`src/verilog/srm_pkg.sv`:
```
// package for the solar current range meter: register map, fields, states, timing
package srm_pkg;
    // ****************************************
    // register map
    // ****************************************
    localparam logic [7:0] SRM_ADDR_CFG    = 8'h1c;
    localparam logic [7:0] SRM_ADDR_RESULT = 8'h1d;
    // ****************************************
    // field positions
    // ****************************************
    localparam int SRM_CFG_AUTO_MEAS = 6;
    localparam int SRM_CFG_AUTO_RNG  = 5;
    localparam int SRM_CFG_MANU      = 4;
    localparam int SRM_RES_BUSY      = 4;
    // ****************************************
    // reset values and codes
    // ****************************************
    localparam logic [7:0] SRM_CFG_RESET    = 8'h00;
    localparam logic [3:0] SRM_RESULT_RESET = 4'h0;
    localparam logic [3:0] SRM_LVL_LOWEST   = 4'h0;
    localparam logic [3:0] SRM_LVL_HIGHEST  = 4'hf;
    // ****************************************
    // timing
    // ****************************************
    localparam int SRM_CLK_HZ      = 50_000_000;
    localparam int SRM_STEP_US     = 10;
    localparam int SRM_STEP_CYCLES = (SRM_STEP_US * (SRM_CLK_HZ / 1_000_000) > 0) ?
                                     SRM_STEP_US * (SRM_CLK_HZ / 1_000_000) : 1;
    // ****************************************
    // types
    // ****************************************
    typedef enum logic [1:0] {
        SRM_IDLE   = 2'b00,
        SRM_SEARCH = 2'b01,
        SRM_DONE   = 2'b11
    } srm_state_t;
    typedef struct packed {
        logic       auto_meas;
        logic       auto_rng;
        logic       manu;
        logic [3:0] lvl;
    } srm_cfg_t;
    typedef struct packed {
        logic       busy;
        logic       invalid;
        logic [3:0] code;
    } srm_res_t;
endpackage

```
`src/verilog/srm_meter.sv`:
```
// control and result logic of the solar current range meter
`timescale 1ns/1ps
module srm_meter
    import srm_pkg::*;
#(
    parameter int STEP_CYCLES = srm_pkg::SRM_STEP_CYCLES
) (
    input  wire logic       clk_sys_i,
    input  wire logic       rstn_i,
    input  wire logic [7:0] reg_addr_i,
    input  wire logic [7:0] reg_wdata_i,
    input  wire logic       reg_wr_i,
    input  wire logic       reg_rd_i,
    output logic      [7:0] reg_rdata_o,
    input  wire logic       storage_disconnected_i,
    input  wire logic       storage_low_threshold_i,
    input  wire logic       current_above_lvl_i,
    output logic            meter_en_o,
    output logic      [3:0] range_lvl_o,
    output logic            result_invalid_o
);
    import srm_pkg::*;

    // ****************************************
    // registers and combinational signals
    // ****************************************
    srm_cfg_t   cfg_q;
    srm_res_t   res_q;
    srm_state_t state_q;
    logic [3:0] probe_q;
    logic [3:0] best_q;
    logic       tick;
    logic       cfg_wr;
    logic       blocked;
    logic       any_auto;
    logic       refuse_auto;
    logic       busy_d;
    logic       meter_en_d;
    logic [3:0] range_lvl_d;
    logic [7:0] rdata_d;

    // ****************************************
    // helpers
    // ****************************************
    // a mode bit is granted only while the storages can feed the meter
    function automatic logic grant(input logic [7:0] d, input int pos, input logic blk);
        return d[pos] && !blk;
    endfunction

    // true when a write asks for one of the automatic modes
    function automatic logic auto_request(input logic [7:0] d);
        return d[SRM_CFG_AUTO_MEAS] || d[SRM_CFG_AUTO_RNG];
    endfunction

    // byte image of the configuration register, reserved top bit reads zero
    function automatic logic [7:0] cfg_image(input srm_cfg_t c);
        logic [7:0] b;
        b                    = 8'h00;
        b[SRM_CFG_AUTO_MEAS] = c.auto_meas;
        b[SRM_CFG_AUTO_RNG]  = c.auto_rng;
        b[SRM_CFG_MANU]      = c.manu;
        b[3:0]               = c.lvl;
        return b;
    endfunction

    // byte image of the result register, reserved bits read zero
    function automatic logic [7:0] res_image(input srm_res_t r);
        logic [7:0] b;
        b               = 8'h00;
        b[SRM_RES_BUSY] = r.busy;
        b[3:0]          = r.code;
        return b;
    endfunction

    assign cfg_wr      = reg_wr_i && (reg_addr_i == SRM_ADDR_CFG);
    assign blocked     = storage_disconnected_i && storage_low_threshold_i;
    assign any_auto    = cfg_q.auto_meas || cfg_q.auto_rng;
    assign refuse_auto = cfg_wr && blocked && auto_request(reg_wdata_i);

    srm_step_tick #(
        .STEP_CYCLES (STEP_CYCLES)
    ) u_tick (
        .clk_sys_i (clk_sys_i),
        .rstn_i    (rstn_i),
        .run_i     (state_q == SRM_SEARCH),
        .tick_o    (tick)
    );

    // ****************************************
    // configuration register
    // ****************************************
    always_ff @(posedge clk_sys_i or negedge rstn_i) begin
        if (!rstn_i) begin
            cfg_q <= srm_cfg_t'(SRM_CFG_RESET[6:0]);
        end else if (cfg_wr) begin
            cfg_q.lvl      <= reg_wdata_i[3:0];
            cfg_q.manu      <= grant(reg_wdata_i, SRM_CFG_MANU, blocked);
            cfg_q.auto_rng  <= grant(reg_wdata_i, SRM_CFG_AUTO_RNG, blocked);
            cfg_q.auto_meas <= grant(reg_wdata_i, SRM_CFG_AUTO_MEAS, blocked);
        end else if (state_q == SRM_DONE && cfg_q.auto_meas && !cfg_q.auto_rng) begin
            cfg_q.auto_meas <= 1'b0;
        end
    end

    // ****************************************
    // range search state machine
    // ****************************************
    always_ff @(posedge clk_sys_i or negedge rstn_i) begin
        if (!rstn_i) begin
            state_q <= SRM_IDLE;
            probe_q <= SRM_LVL_LOWEST;
            best_q  <= SRM_RESULT_RESET;
        end else begin
            unique case (state_q)
                SRM_IDLE: begin
                    probe_q <= SRM_LVL_LOWEST;
                    best_q  <= SRM_RESULT_RESET;
                    if (any_auto) begin
                        state_q <= SRM_SEARCH;
                    end
                end
                SRM_SEARCH: begin
                    if (!any_auto) begin
                        state_q <= SRM_IDLE;
                    end else if (tick) begin
                        if (current_above_lvl_i) begin
                            best_q <= probe_q;
                        end
                        if (!current_above_lvl_i || probe_q == SRM_LVL_HIGHEST) begin
                            state_q <= SRM_DONE;
                        end else begin
                            probe_q <= probe_q + 4'h1;
                        end
                    end
                end
                SRM_DONE: begin
                    probe_q <= SRM_LVL_LOWEST;
                    state_q <= cfg_q.auto_rng ? SRM_SEARCH : SRM_IDLE;
                end
                default: state_q <= SRM_IDLE;
            endcase
        end
    end

    // ****************************************
    // result register
    // ****************************************
    always_ff @(posedge clk_sys_i or negedge rstn_i) begin
        if (!rstn_i) begin
            res_q <= '{busy: 1'b0, invalid: 1'b0, code: SRM_RESULT_RESET};
        end else begin
            res_q.busy <= busy_d;
            if (refuse_auto) begin
                res_q.invalid <= 1'b1;
            end else if (state_q == SRM_DONE) begin
                res_q.invalid <= 1'b0;
                res_q.code    <= best_q;
            end
        end
    end

    // ****************************************
    // next values of the outputs
    // ****************************************
    always_comb begin
        busy_d      = (state_q == SRM_SEARCH) && any_auto;
        // a continuous search keeps the front end on across the done cycle
        meter_en_d  = cfg_q.manu || (state_q == SRM_SEARCH) ||
                      ((state_q == SRM_DONE) && cfg_q.auto_rng);
        range_lvl_d = cfg_q.manu ? cfg_q.lvl : probe_q;
        rdata_d     = 8'h00;
        if (reg_rd_i && reg_addr_i == SRM_ADDR_CFG) begin
            rdata_d = cfg_image(cfg_q);
        end else if (reg_rd_i && reg_addr_i == SRM_ADDR_RESULT) begin
            rdata_d = res_image(res_q);
        end
    end

    // ****************************************
    // front end drive and invalid flag
    // ****************************************
    always_ff @(posedge clk_sys_i or negedge rstn_i) begin
        if (!rstn_i) begin
            meter_en_o <= 1'b0;
        end else begin
            meter_en_o <= meter_en_d;
        end
    end

    always_ff @(posedge clk_sys_i or negedge rstn_i) begin
        if (!rstn_i) begin
            range_lvl_o <= SRM_LVL_LOWEST;
        end else begin
            range_lvl_o <= range_lvl_d;
        end
    end

    always_ff @(posedge clk_sys_i or negedge rstn_i) begin
        if (!rstn_i) begin
            result_invalid_o <= 1'b0;
        end else begin
            result_invalid_o <= res_q.invalid;
        end
    end

    // ****************************************
    // read data, zero outside a read
    // ****************************************
    always_ff @(posedge clk_sys_i or negedge rstn_i) begin
        if (!rstn_i) begin
            reg_rdata_o <= 8'h00;
        end else begin
            reg_rdata_o <= rdata_d;
        end
    end
endmodule // srm_meter

```
`src/verilog/srm_step_tick.sv`:
```
// divider that pulses once per range search step
`timescale 1ns/1ps
module srm_step_tick #(
    parameter int STEP_CYCLES = srm_pkg::SRM_STEP_CYCLES
) (
    input  wire logic clk_sys_i,
    input  wire logic rstn_i,
    input  wire logic run_i,
    output logic      tick_o
);
    import srm_pkg::*;
    localparam int CW = $clog2(STEP_CYCLES + 1);
    logic [CW-1:0] cnt_q;

    always_ff @(posedge clk_sys_i or negedge rstn_i) begin
        if (!rstn_i) begin
            cnt_q  <= '0;
            tick_o <= 1'b0;
        end else if (!run_i) begin
            cnt_q  <= '0;
            tick_o <= 1'b0;
        end else if (cnt_q == CW'(STEP_CYCLES - 1)) begin
            cnt_q  <= '0;
            tick_o <= 1'b1;
        end else begin
            cnt_q  <= cnt_q + CW'(1);
            tick_o <= 1'b0;
        end
    end
endmodule // srm_step_tick
```
`config.mk`:
```
export PLATFORM = sky130hd
export DESIGN_NAME = srm_meter
export DESIGN_NICKNAME = d
export VERILOG_FILES = /design/src/verilog/srm_pkg.sv /design/src/verilog/srm_meter.sv /design/src/verilog/srm_step_tick.sv
export SDC_FILE = /design/constraint.sdc
export NUM_CORES = 1
export LEC_CHECK = 0
export BUFFER_PORTS_ARGS = -buffer_cell sky130_fd_sc_hd__buf_4
export CELL_PAD_IN_SITES_DETAIL_PLACEMENT = 0
export CELL_PAD_IN_SITES_GLOBAL_PLACEMENT = 1
export CORE_ASPECT_RATIO = 0.8
export CORE_UTILIZATION = 43
export DETAILED_ROUTE_END_ITERATION = 8
export PLACE_DENSITY_LB_ADDON = 0.1
export RECOVER_POWER = 25
export SLEW_MARGIN = 20
export SYNTH_ARGS = -nofsm -noshare
export SYNTH_HDL_FRONTEND = slang
export SYNTH_SLANG_ARGS = --single-unit
```
`constraint.sdc`:
```
create_clock -name clk_sys_i -period 1.8 [get_ports clk_sys_i]
set_input_delay 0.09 -clock clk_sys_i [delete_from_list [all_inputs] [get_ports clk_sys_i]]
set_output_delay 0.09 -clock clk_sys_i [all_outputs]
set_load 0.01 [all_outputs]
```
==> results.yml <==
timing:
  tns_ns: 0
  finalCritPeriodShare_pct: 93.8
  final.setup_skew_ns: 0.0106
  setup_violations: 0
  rsz0062_at_grt: "no"
  max_slew_margin_pct: 27.2
  tightest_slew_ns: 1.09
  layout_setup_ws_ns: 0.111
  period_minus_slack_ns: 1.69
  finalHoldViolations: 0
  drv_slew: 0
  max_freq_ghz: 0.592
job:
  maxCapViolations: 0
placed_design:
  place_inst: 276
  dp_slack_ns: 0.145
  place_congestion: 0.759
  dp_hpwl_um: 3100
  portBuffers: 34
global_routing:
  grt-ovfl-total: 0
  antenna_found_initial: 0
  track_usage_pct: 17.8
  first_global_vias: 1412
  grt_max_degree: 47
  grt_first_pass_wirelength_um: 6820
final_layout:
  syn_to_final_growth_pct: 22.4
  stdcell_count: 286
  diodes: 0
  drive_gt1_share_pct: 24.8
  nets: 253
cts:
  cts_sinks: 46
  clockBufferDepth: 2
  htree_levels: 2
  path_clk_slew_ns: 0.09
  clockRootBuffer: "clkbuf_8"
  clock_latency_ns: 0.29
  cts_tree: "built"
  cts_resized: 0
  numCtsBuffers: 5
worst_setup_path:
  path_class: "reg -> reg"
  r2r_start: "state_q[1]$_DFFE_PN0P_"
  cp.required_ns: 1.97
  crit_family: "flip-flops"
  cpMaxStageDelayCell: "dfrtp_1"
  cp_max_fo: 5
  critical_path.endpoint_type: "register"
  rr_endpoint: "probe_q[2]$_DFFE_PN0P_"
  rrSetupSlack_ns: 0.11
  crit_arrival_ns: 1.86
  worstPathCellList: "inv_1 > ha_1 > o21ai_2 > inv_4 > and4_4 > and4b_1 > a311o_1"
  slowest_delay_ns: 0.42
  critPathLaunchType: "register"
  worst_r2r_path_depth: 7
  worstPathBufferInverterCount: 2
  crit_cells: 7
floorplanning:
  num_rows: 22
  start_util_pct: 45.1
  ioPinCount: 37
  die_area_um2: 5140
  die_w_um: 79.9
  die_y_um: 64.3
  coreArea_um2: 4620
synth:
  ys_seq_elements: 46
  ys_top_cells_by_area: "dfrtp_1 55%, mux2_1 4.3%, nand2_1 3.6%"
  yosys.area.top_type: "dfrtp_1"
  yosys_warnings: 0
  synth_edf_count: 0
  synthArstFlopShare_pct: 100
  syn_avg_cell_area_um2: 11.5
  synth_area_um2: 2090
  synth_nets: 210
  seq_area_frac_synth_pct: 55.2
  synth_cell_types: 43
  syn_inst: 182
  synth_top_flop_cell: "dfrtp_1"
  synth_top_area_share_pct: 55.2
routing:
  drt_iter0_markers: 85
  antenna_left: 0
  first_pass_iters: 4
  routed_via_density: 5.29
  wl_per_cell_um: 14.6
  via_count: 1514
  wl_um: 4170
  drc: 0
power_and_ir_drop:
  powerDensity_nw_per_um2: 945
  ir_drop_mv: 0.745
  p_comb_share_pct: 19.7
  switching_share_pct: 28.4
  power.total_mw: 2.42
  internal_power_mw: 1.73
  leakagePower_nw: 1.26
  seqPwrFrac_pct: 49.6
  p_sw_uw: 687
  p_clk_share_pct: 30.7
hold_path:
  min_path_type: "in -> reg"
  hold_path_depth: 2
  min_delay_worst_endpoint: "cfg_q[2]$_DFFE_PN0P_"
  worstHoldStart: "reg_wdata_i[2]"
status:
  outcome: "finished clean"
## flip-flops by register name (all words and copies together), names as in the netlist
register	cells
cfg_q	7
u_tick.tick_o	1
res_q	6
state_q	2
reg_rdata_o	7
result_invalid_o	1
meter_en_o	1
probe_q	4
u_tick.cnt_q	9
range_lvl_o	4
best_q	4
## cell families (layout without fill, tap and decap cells)
logic type / Yosys count / count (layout) / synth area share [%]
adders and majority gates: 5 / 5 / 3.00
DFF: 46 / 46 / 55.2
buffers and inverters: 9 / 53 / 1.98
muxes: 18 / 18 / 9.35
other: 1 / 1 / 0.180
AOI/OAI and AO/OA: 37 / 37 / 11.5
xor gates and xnor gates: 4 / 4 / 1.68
and+or+nand+nor: 62 / 62 / 17.2
## cell usage after synthesis, types with 2 or more instances
master / number
mux2_2: 4
o21ai_1: 7
nand3b_1: 2
xor2_1: 3
nand3_1: 9
mux2i_1: 6
o21ai_2: 2
and3_1: 3
a22oi_1: 5
ha_1: 5
and2_1: 2
and4b_1: 3
or3_1: 2
nor2_1: 11
inv_1: 4
o2bb2ai_1: 2
dfrtp_1: 46
mux2_1: 8
nand2_1: 20
clkbuf_1: 2
o21ai_0: 6
o211ai_1: 4
a21oi_1: 6
## power by group through the flow
| stage | Combinational (mW) | Sequential, mW | Clock [mW] |
|---|---|---|---|
| 2_1_floorplan | 0.280 | 1.20 | 0 |
| 3_3_place_gp | 0.459 | 1.21 | 0 |
| 3_5_place_dp | 0.473 | 1.22 | 0 |
| 4_1_cts | 0.482 | 1.20 | 0.765 |
| 5_1_grt | 0.527 | 1.21 | 0.817 |
| 6_report | 0.475 | 1.20 | 0.743 |
## layout by cell type, fill, tap and decap left out, types with 2 or more instances in the layout
cell,n
dfrtp_1,46
buf_4,37
nand2_1,20
nor2_1,11
nand3_1,9
mux2_1,8
o21ai_1,7
o21ai_0,6
a21oi_1,6
mux2i_1,6
a22oi_1,5
ha_1,5
clkbuf_8,5
inv_1,4
mux2_2,4
o211ai_1,4
and3_1,3
and4b_1,3
xor2_1,3
o21ai_2,2
and2_1,2
nand3b_1,2
or3_1,2
o2bb2ai_1,2
dlygate4sd3_1,2
## through the flow
stage	cell area (µm²)	util, %	hold WS, ns
after floorplan	2090	-	-0.206
after global placement	2430	52.5	0.118
after detailed placement	2430	52.5	0.120
after CTS	2560	55.3	0.00247
after global routing	2550	55.2	0.00663
final	2550	55.2	0.00818
## routing by layer
metal | vias up | global-route usage [%] | part of all wire, % | wire length [µm]
li1 | 741 | - | - | -
met1 | 720 | 26.1 | 51 | 2130
met2 | 48 | 25.7 | 41 | 1730
met3 | 5 | 3.86 | 6.5 | 270
met4 | 0 | 6.70 | 1.1 | 44
met5 | - | 0 | 0 | 0
## how the worst max path moves through the flow
stage	start	end	slack (ns)
floorplan	state_q[1]$_DFFE_PN0P_	probe_q[2]$_DFFE_PN0P_	0.25
global placement	state_q[1]$_DFFE_PN0P_	probe_q[2]$_DFFE_PN0P_	0.20
detailed placement	state_q[1]$_DFFE_PN0P_	probe_q[2]$_DFFE_PN0P_	0.14
CTS	probe_q[1]$_DFFE_PN0P_	probe_q[2]$_DFFE_PN0P_	0.12
global route	probe_q[1]$_DFFE_PN0P_	probe_q[2]$_DFFE_PN0P_	0.04
finish	state_q[1]$_DFFE_PN0P_	probe_q[2]$_DFFE_PN0P_	0.11
## final cells by class
| type | count | area [µm²] |
|---|---|---|
| fillers | 419 | 2070 |
| inverters | 5 | 21.3 |
| clock inverters | 2 | 37.5 |
| repair buffers | 40 | 303 |
| well taps | 60 | 75.1 |
| flip-flops and latches | 46 | 1150 |
| clock buffers | 6 | 72.6 |
| multi-input cells | 127 | 895 |
## timing repair
action                    4_1_cts  5_1_grt
hold buffers                    2        0
buffers inserted                0        0
hold endpoints to repair       47        0
Note: power is estimated with default switching activity, not from simulation.
